==> config.mk <==
export PLATFORM = sky130hd
export DESIGN_NAME = flash_spi_front_end
export DESIGN_NICKNAME = d
export VERILOG_FILES = /design/src/pkg/flash_spi_pkg.sv /design/src/stream_fifo.sv /design/src/flash_spi_front_end.sv
export VERILOG_INCLUDE_DIRS = /design/src /design/src/pkg
export SDC_FILE = /design/constraint.sdc
export NUM_CORES = 1
export LEC_CHECK = 0
export ABC_AREA = 1
export BUFFER_PORTS_ARGS = -buffer_cell sky130_fd_sc_hd__buf_2
export CAP_MARGIN = 25
export CORE_ASPECT_RATIO = 0.7
export CORE_MARGIN = 2
export CORE_UTILIZATION = 45
export CTS_CLUSTER_DIAMETER = 80
export DETAILED_ROUTE_END_ITERATION = 10
export PLACE_DENSITY_LB_ADDON = 0.25
export SYNTH_ARGS = -nofsm -noshare
export SYNTH_HDL_FRONTEND = slang
export SYNTH_SLANG_ARGS = --single-unit
==> constraint.sdc <==
create_clock -name mclk -period 3.1 [get_ports mclk]
set_clock_uncertainty 0.1 [all_clocks]
set_input_delay 0.62 -clock mclk [delete_from_list [all_inputs] [get_ports mclk]]
set_output_delay 0.62 -clock mclk [all_outputs]
set_load 0.02 [all_outputs]
==> src/pkg/flash_spi_regs.svh <==
`ifndef FLASH_SPI_REGS_SVH
`define FLASH_SPI_REGS_SVH

// Default opcodes for the four read commands; only dual and quad turn lanes around
`define OP_READ 8'h03
`define OP_FAST_READ 8'h0b
`define OP_DUAL_READ 8'h3b
`define OP_QUAD_READ 8'h6b

// Input bits before the data phase: command plus 24 address bits
`define LEAD_PLAIN 6'h20
// Same plus one dummy byte for the fast reads
`define LEAD_DUMMY 6'h28
// Saturation value of the input bit counter
`define LEAD_MAX 6'h3f

// Byte shifted out when the read stream runs dry
`define FILL_BYTE 8'hff
// Bits per byte on the output shifter
`define BYTE_BITS 4'h8

// Read data buffer depth
`define FIFO_DEPTH 16

// Synchroniser reset: hold_n, wp_n high, si and sck low, cs_n high
`define SYNC_RESET 5'h19

`endif

==> src/pkg/flash_spi_pkg.sv <==
package flash_spi_pkg;

  // Lane use during a read data phase
  typedef enum logic [1:0] {
    LANE_NONE = 2'b00,
    LANE_ONE = 2'b01,
    LANE_TWO = 2'b10,
    LANE_FOUR = 2'b11
  } lane_t;

  // Frame phase
  typedef enum logic [1:0] {
    PH_IDLE = 2'b00,
    PH_IN = 2'b01,
    PH_OUT = 2'b10
  } phase_t;

endpackage : flash_spi_pkg

==> src/stream_fifo.sv <==
`timescale 1ns/1ps

module stream_fifo #(
  parameter int WIDTH = 8,
  parameter int DEPTH = 16
) (
  // Clock and reset
  input wire logic clk,
  input wire logic rst_n,
  // Filling side
  input wire logic in_valid,
  output logic in_ready,
  input wire logic [WIDTH-1:0] in_data,
  // Draining side
  output logic out_valid,
  input wire logic out_ready,
  output logic [WIDTH-1:0] out_data
);

  localparam int AW = (DEPTH > 1) ? $clog2(DEPTH) : 1;
  localparam int CW = $clog2(DEPTH + 1);
  localparam logic [CW-1:0] FULL_COUNT = CW'(DEPTH);
  localparam logic [AW-1:0] LAST_SLOT = AW'(DEPTH - 1);

  logic [WIDTH-1:0] mem [DEPTH];
  logic [AW-1:0] wr_ptr;
  logic [AW-1:0] rd_ptr;
  logic [CW-1:0] count;

  // Handshake decode
  wire push = in_valid && in_ready;
  wire pop = out_valid && out_ready;
  assign in_ready = (count != FULL_COUNT);
  assign out_valid = (count != '0);
  assign out_data = mem[rd_ptr];

  // Storage, written only on a push
  always_ff @(posedge clk) begin
    if (push) begin
      mem[wr_ptr] <= in_data;
    end
  end

  // Pointers wrap at the last slot, so any depth works
  always_ff @(posedge clk or negedge rst_n) begin
    if (!rst_n) begin
      wr_ptr <= '0;
      rd_ptr <= '0;
      count <= '0;
    end else begin
      if (push) begin
        wr_ptr <= (wr_ptr == LAST_SLOT) ? '0 : wr_ptr + 1'b1;
      end
      if (pop) begin
        rd_ptr <= (rd_ptr == LAST_SLOT) ? '0 : rd_ptr + 1'b1;
      end
      if (push && !pop) begin
        count <= count + 1'b1;
      end else if (pop && !push) begin
        count <= count - 1'b1;
      end
    end
  end

endmodule : stream_fifo

==> src/flash_spi_front_end.sv <==
`timescale 1ns/1ps
`include "flash_spi_regs.svh"
// Overview of operation
// - Works with serial clock idling low or high, same sampling edges.
// - Operation starts on select falling and ends on select rising.
// - Deselected: standby, never deep power-down, serial output floats.
// - Deselected: data input ignored, nothing captured.
// - Standby entry waits for any running program or erase cycle.
// - Command, address and write bits sampled on serial clock rise.
// - Read data changes only on serial clock fall.
// - Command, address and write data come one bit at a time on input.
// - Multi-lane reads turn the input pin into output lane zero.
// - Two-lane reads drive output pin as lane one with lane zero.
// - Four-lane reads drive protect pin as lane two, hold as three.
// - Pause starts selected with clock low, except in a quad read data phase; ignores clock, floats output.
// - Pause stops only the link; internal cycles keep running.
module flash_spi_front_end
  import flash_spi_pkg::*;
#(
  parameter logic [7:0] OP_READ = `OP_READ,
  parameter logic [7:0] OP_FAST_READ = `OP_FAST_READ,
  parameter logic [7:0] OP_DUAL_READ = `OP_DUAL_READ,
  parameter logic [7:0] OP_QUAD_READ = `OP_QUAD_READ,
  parameter int FIFO_DEPTH = `FIFO_DEPTH
) (
  // Clock and reset
  input wire logic mclk,
  input wire logic rst_n,
  // Select and serial clock pins
  input wire logic cs_n,
  input wire logic sck,
  // Serial input pin, lane zero
  input wire logic si_in,
  output logic si_out,
  output logic si_oe,
  // Serial output pin, lane one
  input wire logic so_in,
  output logic so_out,
  output logic so_oe,
  // Write protect pin, lane two
  input wire logic wp_n_in,
  output logic wp_n_out,
  output logic wp_n_oe,
  // Hold pin, lane three
  input wire logic hold_n_in,
  output logic hold_n_out,
  output logic hold_n_oe,
  // Received bytes
  output logic rx_valid,
  output logic [7:0] rx_data,
  output logic rx_is_cmd,
  // Read data stream
  input wire logic tx_valid,
  output logic tx_ready,
  input wire logic [7:0] tx_data,
  // Engine status
  input wire logic engine_busy,
  output logic standby,
  output logic wp_level,
  output logic link_paused
);

  // Lanes that a read opcode uses
  function automatic lane_t decode_lanes(input logic [7:0] op);
    if (op == OP_READ || op == OP_FAST_READ) begin
      return LANE_ONE;
    end else if (op == OP_DUAL_READ) begin
      return LANE_TWO;
    end else if (op == OP_QUAD_READ) begin
      return LANE_FOUR;
    end
    return LANE_NONE;
  endfunction : decode_lanes

  // Pins driven during a data phase, bit 3 hold down to bit 0 input
  function automatic logic [3:0] lane_mask(input lane_t l);
    unique case (l)
      LANE_ONE: return 4'h2;
      LANE_TWO: return 4'h3;
      LANE_FOUR: return 4'hf;
      LANE_NONE: return 4'h0;
    endcase
  endfunction : lane_mask

  // Most significant bits of the byte onto the lanes
  function automatic logic [3:0] lane_pick(input logic [7:0] b, input lane_t l);
    unique case (l)
      LANE_ONE: return {2'h0, b[7], 1'b0};
      LANE_TWO: return {2'h0, b[7:6]};
      LANE_FOUR: return b[7:4];
      LANE_NONE: return 4'h0;
    endcase
  endfunction : lane_pick

  // Two-flop synchronisers: hold, protect, input, clock, select
  logic [4:0] sync1;
  logic [4:0] sync2;
  always_ff @(posedge mclk or negedge rst_n) begin
    if (!rst_n) begin
      sync1 <= `SYNC_RESET;
      sync2 <= `SYNC_RESET;
    end else begin
      sync1 <= {hold_n_in, wp_n_in, si_in, sck, cs_n};
      sync2 <= sync1;
    end
  end

  wire cs_s = sync2[0];
  wire sck_s = sync2[1];
  wire si_s = sync2[2];
  wire hold_s = sync2[4];
  wire selected = !cs_s;

  // Frame and shifter state
  phase_t phase;
  lane_t lane;
  logic sck_prev;
  logic paused;
  logic cmd_seen;
  logic [5:0] bit_cnt;
  logic [5:0] lead;
  logic [2:0] byte_bit;
  logic [7:0] in_sh;
  logic [7:0] out_sh;
  logic [3:0] out_left;
  logic [3:0] lane_out;
  logic lanes_on;
  logic fifo_valid;
  logic [7:0] fifo_data;

  // Edges count only while selected and not paused; either idle level works
  wire sck_rise = selected && !paused && sck_s && !sck_prev;
  wire sck_fall = selected && !paused && !sck_s && sck_prev;

  // Input side decode
  wire capture = sck_rise && (phase != PH_OUT);
  wire [7:0] in_byte = {in_sh[6:0], si_s};
  wire byte_done = capture && (byte_bit == 3'h7);
  wire [5:0] next_bit_cnt = (bit_cnt == `LEAD_MAX) ? bit_cnt : bit_cnt + 6'h1;
  wire go_out = capture && cmd_seen && (lane != LANE_NONE) && (next_bit_cnt == lead);

  // Output side decode; an empty stream sends the fill byte
  wire need_byte = (out_left == 4'h0);
  wire fetch = sck_fall && (phase == PH_OUT) && need_byte;
  wire [7:0] cur_byte = !need_byte ? out_sh : (fifo_valid ? fifo_data : `FILL_BYTE);
  wire [3:0] width = (lane == LANE_FOUR) ? 4'h4 : ((lane == LANE_TWO) ? 4'h2 : 4'h1);
  wire [3:0] next_left = (need_byte ? `BYTE_BITS : out_left) - width;

  // Hold pin doubles as lane three in the quad read data phase, so no pause there
  wire quad_out = (phase == PH_OUT) && (lane == LANE_FOUR);
  wire pause_start = selected && !hold_s && !sck_s && !quad_out;
  wire pause_end = hold_s || !selected;

  // Serial clock edge history, read from the second flop only
  always_ff @(posedge mclk or negedge rst_n) begin
    if (!rst_n) begin
      sck_prev <= 1'b0;
    end else begin
      sck_prev <= sck_s;
    end
  end

  // Pause tracking
  always_ff @(posedge mclk or negedge rst_n) begin
    if (!rst_n) begin
      paused <= 1'b0;
    end else if (pause_start) begin
      paused <= 1'b1;
    end else if (pause_end) begin
      paused <= 1'b0;
    end
  end

  // Frame phase; deselect always returns to idle
  always_ff @(posedge mclk or negedge rst_n) begin
    if (!rst_n) begin
      phase <= PH_IDLE;
    end else if (!selected) begin
      phase <= PH_IDLE;
    end else if (phase == PH_IDLE) begin
      phase <= PH_IN;
    end else if (go_out) begin
      phase <= PH_OUT;
    end
  end

  // Bit counting and command decode, cleared per frame
  always_ff @(posedge mclk or negedge rst_n) begin
    if (!rst_n) begin
      bit_cnt <= 6'h0;
      byte_bit <= 3'h0;
      cmd_seen <= 1'b0;
      lane <= LANE_NONE;
      lead <= `LEAD_MAX;
      in_sh <= 8'h0;
    end else if (!selected) begin
      bit_cnt <= 6'h0;
      byte_bit <= 3'h0;
      cmd_seen <= 1'b0;
      lane <= LANE_NONE;
      lead <= `LEAD_MAX;
    end else if (capture) begin
      bit_cnt <= next_bit_cnt;
      byte_bit <= byte_bit + 3'h1;
      in_sh <= in_byte;
      if (byte_done && !cmd_seen) begin
        cmd_seen <= 1'b1;
        lane <= decode_lanes(in_byte);
        lead <= (in_byte == OP_READ) ? `LEAD_PLAIN : `LEAD_DUMMY; // Fast reads add a dummy byte
      end
    end
  end

  // Received byte stream, one-cycle valid
  always_ff @(posedge mclk or negedge rst_n) begin
    if (!rst_n) begin
      rx_valid <= 1'b0;
      rx_data <= 8'h0;
      rx_is_cmd <= 1'b0;
    end else begin
      rx_valid <= byte_done;
      if (byte_done) begin
        rx_data <= in_byte;
        rx_is_cmd <= !cmd_seen;
      end
    end
  end

  // Output shifter moves only on falling edges; pins turn around at the first one
  always_ff @(posedge mclk or negedge rst_n) begin
    if (!rst_n) begin
      out_sh <= 8'h0;
      out_left <= 4'h0;
      lane_out <= 4'h0;
      lanes_on <= 1'b0;
    end else if (!selected) begin
      out_left <= 4'h0;
      lanes_on <= 1'b0;
    end else if (sck_fall && (phase == PH_OUT)) begin
      lane_out <= lane_pick(cur_byte, lane);
      out_sh <= cur_byte << width;
      out_left <= next_left;
      lanes_on <= 1'b1;
    end
  end

  // Read stream buffer; drained one byte per output byte
  stream_fifo #(
    .WIDTH(8),
    .DEPTH(FIFO_DEPTH)
  ) u_read_fifo (
    .clk(mclk),
    .rst_n(rst_n),
    .in_valid(tx_valid),
    .in_ready(tx_ready),
    .in_data(tx_data),
    .out_valid(fifo_valid),
    .out_ready(fetch),
    .out_data(fifo_data)
  );

  // Pin drive from the first data fall; the host may drive lane zero until then
  wire [3:0] oe = (selected && !paused && lanes_on) ? lane_mask(lane) : 4'h0;
  assign si_oe = oe[0];
  assign so_oe = oe[1];
  assign wp_n_oe = oe[2];
  assign hold_n_oe = oe[3];
  assign si_out = lane_out[0];
  assign so_out = lane_out[1];
  assign wp_n_out = lane_out[2];
  assign hold_n_out = lane_out[3];

  // Standby only when deselected and no internal cycle runs; pause has no say
  assign standby = !selected && !engine_busy;
  assign wp_level = sync2[3];
  assign link_paused = paused;

  // Output pin floats whenever deselected
  a_idle_float: assert property (@(posedge mclk) disable iff (!rst_n)
    !selected |-> (oe == 4'h0))
    else $error("pins driven while deselected");

  // No byte reported from a deselected link
  a_idle_no_capture: assert property (@(posedge mclk) disable iff (!rst_n)
    (!selected && $past(!selected)) |=> !rx_valid)
    else $error("byte captured while deselected");

  // Standby held off by a running cycle
  a_standby_waits: assert property (@(posedge mclk) disable iff (!rst_n)
    engine_busy |-> !standby)
    else $error("standby during internal cycle");

  // Bit counter moves only on a rising edge or deselect
  a_count_on_rise: assert property (@(posedge mclk) disable iff (!rst_n)
    $changed(bit_cnt) |-> ($past(sck_rise) || $past(!selected)))
    else $error("bit counter moved off a rising edge");

  // Output lanes change only after a falling edge
  a_out_on_fall: assert property (@(posedge mclk) disable iff (!rst_n)
    $changed(lane_out) |-> $past(sck_fall))
    else $error("read data changed off a falling edge");

  // Input pin never driven while bits are taken in
  a_single_input: assert property (@(posedge mclk) disable iff (!rst_n)
    (phase != PH_OUT) |-> !si_oe)
    else $error("input pin driven outside data phase");
  // Dual read drives exactly lanes zero and one
  a_dual_lanes: assert property (@(posedge mclk) disable iff (!rst_n)
    (selected && !paused && lanes_on && lane == LANE_TWO) |-> (oe == 4'h3))
    else $error("dual read lane enables wrong");
  // Quad read drives all four lanes including lane zero
  a_quad_lanes: assert property (@(posedge mclk) disable iff (!rst_n)
    (selected && lanes_on && lane == LANE_FOUR) |-> (oe == 4'hf))
    else $error("quad read lane enables wrong");
  // Pause floats every lane and stops the counters
  a_pause_float: assert property (@(posedge mclk) disable iff (!rst_n)
    paused |-> (oe == 4'h0) && !sck_rise && !sck_fall)
    else $error("activity during pause");
  // Pause leaves a running cycle holding off standby
  a_pause_busy: assert property (@(posedge mclk) disable iff (!rst_n)
    (paused && engine_busy) |-> !standby)
    else $error("pause disturbed internal cycle");
  // Every frame starts from a clean decode
  a_fresh_frame: assert property (@(posedge mclk) disable iff (!rst_n)
    !selected |=> (bit_cnt == 6'h0) && !cmd_seen && (phase == PH_IDLE))
    else $error("decode state survived deselect");
  // Data phase entered right after the lead bits of a read
  a_lead_reached: assert property (@(posedge mclk) disable iff (!rst_n)
    (selected && go_out) |=> (phase == PH_OUT) && (bit_cnt == lead))
    else $error("data phase at wrong bit count");

endmodule : flash_spi_front_end

Yosys cells after proc, flatten, opt, wreduce, memory -nomap -nowiden
Memory sizes are Yosys's and may differ from the RTL's.
Cells that the tools add are included.
{ "word_totals": {"regBits": 79, "latchBits": 0, "ramBits": 128, "romBits": 0, "input_bits": 18, "out_inout_bits": 22, "word_cells": 143, "mem_count": 1} }
{ "memory_table": {"columns": ["name", "words", "width", "rd", "rd_clocked_by_memory_dff", "wr", "line_no", "text"], "rows": [
  ["u_read_fifo.mem", 16, 8, 1, 0, 1, "stream_fifo.sv:25", "logic [WIDTH-1:0] mem [DEPTH];"]
]} }
{ "op_classes": {"add_sub_neg": 7, "multipliers": 0, "n_div": 0, "order_cmp": 0, "n_eq_ne": 15, "shifts": 1, "muxes": 48, "bitwise": 1, "n_reduce_logical": 49} }
{ "ops": {"columns": ["operator", "n"], "rows": [
  ["$mux W6", 6],
  ["$pmux W4 S4", 2],
  ["$mux W4", 7],
  ["$logic_and A1 B1 Y1", 23],
  ["$mux W2", 11],
  ["$mux W8", 2],
  ["$mux W1", 15],
  ["$reduce_bool A2 Y1", 6],
  ["$logic_not A1 Y1", 10],
  ["$mux W5", 2],
  ["$mux W3", 3],
  ["$add A4 B1 Y4 const B", 2],
  ["$eq A4 B4 Y1 const B", 2],
  ["$eq A8 B2 Y1 const B", 1],
  ["$eq A8 B4 Y1 const B", 1],
  ["$eq A8 B6 Y1 const B", 1],
  ["$eq A8 B7 Y1 const B", 1],
  ["$shl A8 B3 Y8", 1],
  ["$add A6 B1 Y6 const B", 1],
  ["$eq A2 B2 Y1 const B", 3],
  ["$eq A6 B6 Y1", 1],
  ["$eq A6 B6 Y1 const B", 1],
  ["$reduce_and A2 Y1", 3],
  ["$add A5 B1 Y5 const B", 1],
  ["other kinds (13)", 15]
]} }

Logic depth before layout (Yosys ltp)
Gate-level depths: netlist of the first run.
{ "depth": {"ltp_word": 14, "ltp_mapped": 16, "ltp_nobuf": 16} }

Cells and area by module
Synthesis of the first run repeated with hierarchy kept, for this count alone.
{ "hier_totals": {"cells_unflattened": 1007, "hier_area_um2": 9409.0} }
{ "by_module_without_submodules": {"columns": ["mod", "instances", "cells_per_inst", "area_per_inst_um2", "seq_area_each_um2"], "rows": [
  ["stream_fifo", 1, 669, 6439.9, 4169.0],
  ["flash_spi_front_end", 1, 338, 2969.1, 1561.5]
]} }

Worst setup path after synthesis of the first run
Ideal clock, no wire load.
{ "synth_path": {"path_type": "register to register", "start": "register u_read_fifo.count[1]", "end": "register u_read_fifo.count[4]", "setup_ps": 125, "arrival_ps": 2321, "required_ps": 2875, "setup_slack_ps": 553, "stages_incl_launch_ff": 15, "path_buffers": 0, "period_less_slack_ps": 2547, "path_cell_list": "dfrtp_1 -> nor2_1 -> nand3_1 -> nand2_1 -> clkinv_1 -> ha_1 -> inv_1 -> ha_1 -> nand2_1 -> nor2_1 -> a211oi_1 -> nand2_1 -> nand2_1 -> nor2_1 -> xor2_1"} }
{ "synth_between": {"elab_chain_cells": 5, "word_cells_on_any_way": 13, "classes_between": "add/sub (2); eq/ne (1); mux (2); reduce/logical (8)"} }
{ "synth_lines": {"columns": ["element", "line_no", "text"], "rows": [
  ["start: declaration", "stream_fifo.sv:28", "logic [CW-1:0] count;"],
  ["start signal: assignment", "stream_fifo.sv:58", "count <= count + 1'b1;"],
  ["start signal: assignment", "stream_fifo.sv:60", "count <= count - 1'b1;"],
  ["$ne A5 B5 Y1 (*)", "stream_fifo.sv:33", "assign in_ready = (count != FULL_COUNT);"],
  ["net tx_ready", "flash_spi_front_end.sv:54", "output logic tx_ready,"],
  ["$logic_and A1 B1 Y1 (*)", "stream_fifo.sv:31", "wire push = in_valid && in_ready;"],
  ["net u_read_fifo.push", "stream_fifo.sv:31", null],
  ["$logic_not A1 Y1", "stream_fifo.sv:59", "end else if (pop && !push) begin"],
  ["$logic_and A1 B1 Y1", "stream_fifo.sv:59", null],
  ["$reduce_bool A2 Y1 (no source line)", null, null]
]} }
The timed path passes the listed nets; every way through them passes the cells marked *. The select of a mux whose other input is x is not followed.
A chain may end at the register's enable or synchronous reset.

Worst setup path in the final report of the first run
{ "layout_path": {"start": "register out_left[3]", "end": "register u_read_fifo.count[4]"} }
{ "layout_between": {"elab_chain_cells": 6, "word_cells_on_any_way": 8, "classes_between": "mux (1); reduce/logical (7)"} }
{ "layout_lines": {"columns": ["element", "line_no", "text"], "rows": [
  ["start: declaration", "flash_spi_front_end.sv:125", "logic [3:0] out_left;"],
  ["start signal: assignment", "flash_spi_front_end.sv:242", "out_left <= next_left;"],
  ["$logic_not A4 Y1 (*)", "flash_spi_front_end.sv:143", "wire need_byte = (out_left == 4'h0);"],
  ["$logic_and A1 B1 Y1 (*)", "flash_spi_front_end.sv:144", "wire fetch = sck_fall && (phase == PH_OUT) && need_byte;"],
  ["$logic_and A1 B1 Y1 (*)", "stream_fifo.sv:32", "wire pop = out_valid && out_ready;"],
  ["$logic_not A1 Y1", "stream_fifo.sv:57", "if (push && !pop) begin"],
  ["$logic_and A1 B1 Y1", "stream_fifo.sv:57", null],
  ["$mux W5 or $reduce_bool A2 Y1 (tied branches)", null, null]
]} }
Mark *: on every way between the ends. The rest lies on a longest branch, timed or not.

==> summary by stage, run 1 <==
Placed design
Timing analysis after detailed placement gives a worst setup slack of 0.382 ns. After detailed placement, the design holds a cell count of 1,172. Buffers placed on the I/O ports in this run total 38.

Detailed placement finished with a half-perimeter wire length of 12.8 mm. At the end of routability-driven placement, the weighted congestion stood at 0.847.

Critical path
Measured in cells, the most critical reg-to-reg path has a length of 16. The required time of the critical path is 3.39 ns. The startpoint type of the worst setup path is a flop. Data on the critical path arrives at its endpoint at 2.97 ns.

Traced cell by cell, the critical path runs through inv_1 -> nand2_1 -> nor2_2 -> nand2_1 -> inv_2 -> nand2_2 -> ha_1 -> inv_1 -> ha_1 -> nand2_1 -> nor2_1 -> a211oi_1 -> nand2_1 -> nand2_1 -> nor2_1 -> xor2_1. The largest single stage delay on the critical path is 0.39 ns. The most prevalent standard cell on the critical path is sky130_fd_sc_hd__nand2_1. The start-to-end type of the worst setup path is flop to flop.

The flop-to-flop setup slack is 0.41 ns. The cell at the slowest stage of the critical path is sky130_fd_sc_hd__dfrtp_1. The biggest fanout along the worst timing path is 9. STA classifies the critical path endpoint as a flop.

Drt
After detailed routing, the average wire length per cell comes to 16.4 um. The total length of routed wires is 19.8 mm. The length of the first detailed-routing pass in iterations is 5. In the routed layout, each cell is associated on average with a via count of 5.11. The number of violations reported at the end of detailed-routing iteration 0 is 568. The total number of vias is 6,194. In this run the remaining antenna-violating nets after routing total 0.

After detailed routing, the number of remaining DRC violations is 0.

STA
Dividing the final minimum period by the clock period gives 86.6%. For the final routed database, the setup TNS stands at 0 ns. The final hold slack is 0.120 ns. The count of pins over their slew limit is 0. The normalized max-slew margin is 41.7%. The worst path in the final design needs a cycle of 2.69 ns, including I/O delays and setup. Setup repair after global routing left no endpoint under its margin. Setup violations remaining at the end of the flow were counted as 0. The timing-limited maximum frequency is 372 MHz.

The final worst setup slack is 0.414 ns. The transition time of the tightest slew-check pin is 0.874 ns. The final-report hold violation count is 0.

Global routing
Entering global routing, the biggest net connects 47 pins. After global routing the overflow that remains totals 0. The number of global-route vias before repair is 5,688.

The number of antenna violations at the first check in global routing is 0. The combined global-route utilization of all metal layers is 19.6%. The first global-routing pass estimated 31.5 mm of wire.

Job
The tool flagged a number of max-cap violations equal to 0.

Worst hold path
Along the worst hold path, the cell count comes to 1. The class of the tightest hold or removal check is input port to flop.

Clock tree
The number of clock sinks is 203. In this run the clock root is driven by a sky130_fd_sc_hd__clkbuf_16. The buffer count from post-CTS setup fixing is 0. The later-pin clock latency in the skew report is 0.51 ns. The CTS clock-pin slew for the worst setup and hold paths is 0.06 ns. The clock passes through at most 3 buffers.

CTS built an H-tree with a depth of 1. The CTS tree is built. Clock tree synthesis inserted a total of 22 buffers.

Floorplan
The width of the die is 172 um. The floorplan row count is 43. The die is 122 um tall. The number of ports placed on the die boundary is 40. For this configuration, the core starts out at a cell density of 45.4%. The die outline area is 21,000 um^2. The region available for standard cell placement spans 19,600 um^2.

Cells and area
The final-stage net count is 963. The relative area change from synthesis to final layout is 14.5%. The share of cells above drive strength 1 is 13.5%.

Once layout is complete, the cells apart from fillers number 1,213. Leaving out fill and tap cells, the most frequent cell in the layout is sky130_fd_sc_hd__nand2_1. The library cells used most frequently in the layout, excluding fill and tap cells, are sky130_fd_sc_hd__nand2_1 (214), sky130_fd_sc_hd__edfxtp_1 (128), sky130_fd_sc_hd__nor2_1 (109).

The antenna diode instance count is 0.

Synthesis
In this run the cell area of the synthesized design comes to 8920 um^2. The mean post-synth cell area is 10.2 um^2. The share of the Yosys chip area taken by registers is 64.3%. The Yosys step of the flow raised 0 warnings.

After synthesis the netlist holds a flip-flop and latch count of 203. The number of nets in the synthesized netlist is 908. The count of unique library cells instantiated by Yosys is 42. The cell count after synthesis came out at 872.

Power and ir drop
Internal power comes to 0.00499 W. The analysis attributes to net switching a power of 0.00166 W. For this design the ratio of total power to cell area is 652 nW/um^2. Combinational logic is responsible for 11.3% of the overall power.

The analysis attributes to cell leakage a power of 4.38 nW. The sequential cell fraction of total power is 48.9%. Per report_power, the clock group accounts for 39.8% of the total.

The worst supply voltage drop on vdd is 0.363 mV. In this run switching power makes up 25.0% of total power.

Status
The run finished with clean final reports.
[worst max-delay path: cells and delay by family (launching register included)]
kind	cells	cell delay, ns
AND/OR/NAND/NOR	9	0.76
adder cells (fa/ha/maj)	2	0.57
flip-flops	1	0.39
buffers and inverters	3	0.36
AO/OA/AOI/OAI	1	0.25
XOR/XNOR	1	0.13
[synthesized netlist by cell type, drive strengths merged]
library cell	number	area [um^2]
buf	23	143
a31oi	1	6.26
nor2	113	448
edfxtp	128	3840
nor3b	1	7.51
clkinv	2	12.5
a211oi	2	15.0
a21oi	20	100
inv	73	277
dfstp	8	210
ha	16	200
nand3b	1	7.51
o22ai	4	25.0
and3	1	6.26
clkbuf	8	30.0
or2	7	46.3
nand2	217	822
fa	2	40.0
o211ai	8	60.1
o21ai	68	340
nor4	1	6.26
a22o	3	26.3
xor2	7	61.3
nor3	5	25.0
nand4	7	58.8
nand3	76	398
dfrtp	67	1680
xnor2	2	17.5
a32oi	1	8.76
[cell type report]
| type | instances | area (um^2) |
|---|---|---|
| Clock buffer | 29 | 637 |
| Clock inverter | 11 | 104 |
| Fill cell | 1763 | 9420 |
| Inverter | 75 | 289 |
| Multi-Input combinational cell | 563 | 2730 |
| Sequential cell | 203 | 5730 |
| Tap cell | 270 | 338 |
| Timing Repair Buffer | 62 | 388 |
[per-layer routing]
metal | vias to the layer above | global-route usage [%] | routed length (um)
li1 | 3032 | - | -
met2 | 186 | 27.3 | 8300
met3 | 29 | 3.05 | 1390
met1 | 2947 | 31.8 | 9820
met4 | 0 | 4.62 | 333
met5 | - | 0 | 0
[metrics by stage]
stage | area (um^2) | total power (W) | utilization, %
2_1_floorplan | 8920 | 0.00377 | -
3_3_place_gp | 9460 | 0.00404 | 48.2
3_5_place_dp | 9460 | 0.00406 | 48.2
4_1_cts | 10200 | 0.00670 | 52.0
5_1_grt | 10200 | 0.00695 | 52.0
6_report | 10200 | 0.00666 | 52.0
[registers in the layout, indices dropped and copies added (netlist names), 3 cells and up]
signal,flops
out_left,4
u_read_fifo.count,5
u_read_fifo.rd_ptr,4
u_read_fifo.mem,128
out_sh,8
sync1,5
in_sh,7
u_read_fifo.wr_ptr,4
bit_cnt,6
rx_data,8
sync2,5
byte_bit,3
lane_out,4
[cells by family (layout without fill, tap and decap cells)]
group	count (synthesis)	count (layout)	share of synthesized area [%]
AND/OR/NAND/NOR	429	429	20.5
flip-flops	203	203	64.3
AO/OA/AOI/OAI	107	107	6.52
buffers and inverters	106	177	5.18
adder cells (fa/ha/maj)	18	18	2.69
XOR/XNOR	9	9	0.884
[power groups by stage]
stage / clock network [W] / logic, W / registers [W]
after floorplan: 0 / 0.000495 / 0.00328
after global placement: 0 / 0.000738 / 0.00330
after detailed placement: 0 / 0.000755 / 0.00330
after CTS: 0.00269 / 0.000760 / 0.00325
after global routing: 0.00281 / 0.000862 / 0.00327
final: 0.00265 / 0.000755 / 0.00325
[what timing repair did]
action,CTS,global route
hold buffers,1,0
resized for setup,0,0
setup endpoints to repair,0,0
hold endpoints to repair,29,0
[path summary, 6_finish.rpt]
| check | from | end |
|---|---|---|
| setup / recovery | out_left[3]$_DFFE_PN0P_ | u_read_fifo.count[4]$_DFFE_PN0P_ |
| hold / removal | sck | sync1[1]$_DFF_PN0_ |
| setup reg to reg | out_left[3]$_DFFE_PN0P_ | u_read_fifo.count[4]$_DFFE_PN0P_ |
| hold reg to reg | sync1[4]$_DFF_PN1_ | sync2[4]$_DFF_PN1_ |
| max in group asynchronous | rst_n | sync2[3]$_DFF_PN1_ |
| min in group asynchronous | rst_n | out_left[1]$_DFFE_PN0P_ |
No activity file was read; power rests on OpenSTA's default activity.
==> inputs of run 2 (changes only) <==
BUFFER_PORTS_ARGS = unset   (was -buffer_cell sky130_fd_sc_hd__buf_2)
DONT_BUFFER_PORTS = 1   (was unset)
==> run 2 against run 1 <==
  * Cell count shrank 4.1%
  * Hold slack got worse by 0.098 ns
  * Wire length fell by 3.4%
  * Sequential share of layout area is 1.9 points higher
  * Sequential power barely moved
  * Combinational power fell by 7.7%
  * Non-clock buffer count is 47 lower
  * Design area shrank 3.2%
  * Total power fell by 4.7%
  * Critical path type is now flop to output port
  * Highest routed layer unchanged
==> summary by stage, run 2 (same netlist as run 1, synthesis figures left out) <==
Status
The flow ran to the end, and the final reports show no timing, DRC or antenna violations.

Critical path
The worst setup path is launched from a flop. The biggest cell delay along the critical path is 0.57 ns. The biggest fanout along the worst timing path is 3. Traced cell by cell, the critical path runs through or2_4 -> clkinv_4 -> nand2_1 -> nor2_1. On the critical path the largest part of the delay comes from simple AND/OR/NAND/NOR gates. The capturing element type of the critical path is an output port.

The required time of the critical path is 2.38 ns. The buffers plus inverters on the worst setup path is 1. For this design, the slowest cell found on the critical path is sky130_fd_sc_hd__nor2_1. The data arrival time at the worst-slack endpoint is 1.95 ns. The flop-to-flop setup slack is 0.43 ns. The start-to-end type of the worst setup path is flop to output port.

Placed design
The post-place setup slack is 0.441 ns. The congestion estimate from routability-driven global placement came to 0.827. The count of input and output buffers is 0. The total half-perimeter wirelength after legalization and detailed placement is 12.4 mm. The placed instances occupy a cell area of 9200 um^2.

Clock tree
The clock root buffer is sky130_fd_sc_hd__clkbuf_16. Clock tree synthesis found a total of 203 sinks. TritonCTS built the clock tree. In this run the number of H-tree levels came out at 1. The buffer count from post-CTS setup fixing is 0. The number of buffers created by CTS is 21. At the later pin of the worst-skew pair, clock insertion delay measures 0.49 ns. After clock tree synthesis, the repair step resized 0 gates. After clock tree synthesis, the clock-pin slew on the worst setup and hold paths is 0.06 ns.

The longest clock path from root to sink contains 3 buffers.

Drt
The detailed router placed 5,905 vias in this run. The number of violations reported at the end of detailed-routing iteration 0 is 460. The total length of routed wires is 19.2 mm. The DRC violation count after routing is 0.

The length of the first detailed-routing pass in iterations is 5. The count of nets left with antenna violations once routing finished came out at 0. The mean number of vias per cell is 5.08. After detailed routing, the average wire length per cell comes to 16.5 um.

STA
Summed over all failing endpoints, the final setup total negative slack is 0 ns. The final-report hold violation count was 0. Setup repair after global routing left no endpoint under its margin. Hold timing on the final database bottoms out at a slack of 0.0227 ns. Setup violations remaining at the end of the flow were counted as 0.

The count of pins over their slew limit is 0. At the pin with the least slew margin, the transition time is 0.878 ns. Setup slack on the critical path of the routed design comes to 0.430 ns.

In this run the tightest slew margin relative to its limit is 41.2%. Based on the critical path, the design can be clocked at up to 375 MHz. Dividing the final minimum period by the clock period gives 86.1%. The final critical-path required period is 2.67 ns.

Floorplan
The effective utilization at floorplan is 45.4%. The die outline area is 21,000 um^2. The number of ports placed on the die boundary is 40. The core region is 19,600 um^2. The floorplan row count is 43. The width of the die is 172 um.

The floorplan step set the die height to 122 um.

Global routing
The sum of overflow across all layers after global routing is 0. The combined global-route utilization of all metal layers is 18.8%. Entering global routing, the biggest net connects 76 pins. The global-route wire length before repair is 30.1 mm.

The number of antenna violations at the first check in global routing is 0. The number of global-route vias before repair was 5,482.

Cells and area
The antenna diode instance count is 0. The final-stage net count is 915. In the final layout, the registers with the most flip-flops are u_read_fifo.mem (128), out_sh (8), rx_data (8).

The register with the most flip-flops in the final layout is u_read_fifo.mem. The post-route cell area is 9880 um^2. The relative area change from synthesis to final layout is 10.8%. The most frequent standard cell in the layout excluding fill and tap cells is sky130_fd_sc_hd__nand2_1. The number of flip-flops in the largest register is 128. The number of fillers in the final layout is 1,779. In the layout the commonest cells are sky130_fd_sc_hd__nand2_1 (214), sky130_fd_sc_hd__edfxtp_1 (128), sky130_fd_sc_hd__nor2_1 (109). The share of cells above drive strength 1 is 8.40%.

Power and ir drop
The static leakage power is 4.11 nW. The power density of the placed cells is 642 nW/um^2. The worst supply voltage drop on vdd is 0.474 mV.

Worst hold path
The path class of the tightest hold or removal check is input port to flop.

Job
The reported max-cap violation count is 0.
## run 2: cell types whose count changed in the layout (fill, tap and decap cells not counted), sizes merged
cell      change
clkinv        +1
clkbuf        -1
clkinvlp      -1
inv           -1
buf          -47
bufinv        -1
## run 2: final timing paths
path | from | end | cells past startpoint
setup / recovery | link_paused$_DFFE_PN0P_ | hold_n_oe | 4
hold / removal | hold_n_in | sync1[4]$_DFF_PN1_ | 0
setup reg to reg | out_left[1]$_DFFE_PN0P_ | u_read_fifo.count[4]$_DFFE_PN0P_ | 16
hold reg to reg | sync1[2]$_DFF_PN0_ | sync2[2]$_DFF_PN0_ | 0
max in group asynchronous | rst_n | sync2[3]$_DFF_PN1_ | 2
min in group asynchronous | rst_n | lane_out[0]$_DFFE_PN0P_ | 2
## run 2: metrics by stage
stage                     instances  utilization, %  power (W)
after CTS                      1163            50.3    0.00641
final                          1163            50.3    0.00634
after global placement         1124            46.8    0.00396
after detailed placement       1124            46.8    0.00398
after floorplan                 872               -    0.00377
after global routing           1163            50.3    0.00663
## run 2: area by class of cell
class	count	area, um^2	share of cell area [%]
multi-input combinational	563	2730	27.6
clock inverter	9	63.8	0.646
clock buffer	28	586	5.93
inverter	75	289	2.92
tap	270	338	3.42
timing repair buffer	15	148	1.49
sequential	203	5730	58.0
## run 2: where the power goes
group / total [W] / switching [W] / internal, W
Combinational: 0.000697 / 0.000471 / 0.000226
Sequential: 0.00326 / 0.000120 / 0.00314
Clock: 0.00239 / 0.000989 / 0.00140
Total: 0.00634 / 0.00158 / 0.00476
## run 2: timing repair
item | CTS | global route
endpoints found under the hold margin | 75 | 0
hold buffers | 2 | 0
setup endpoints to repair | 0 | 0
## run 2: metal layers
layer	up-vias	global-route usage, %	wire length (um)
li1	2927	-	-
met1	2792	30.6	9700
met2	162	26.2	7980
met3	24	3.02	1210
met4	0	3.94	269
met5	-	0	0
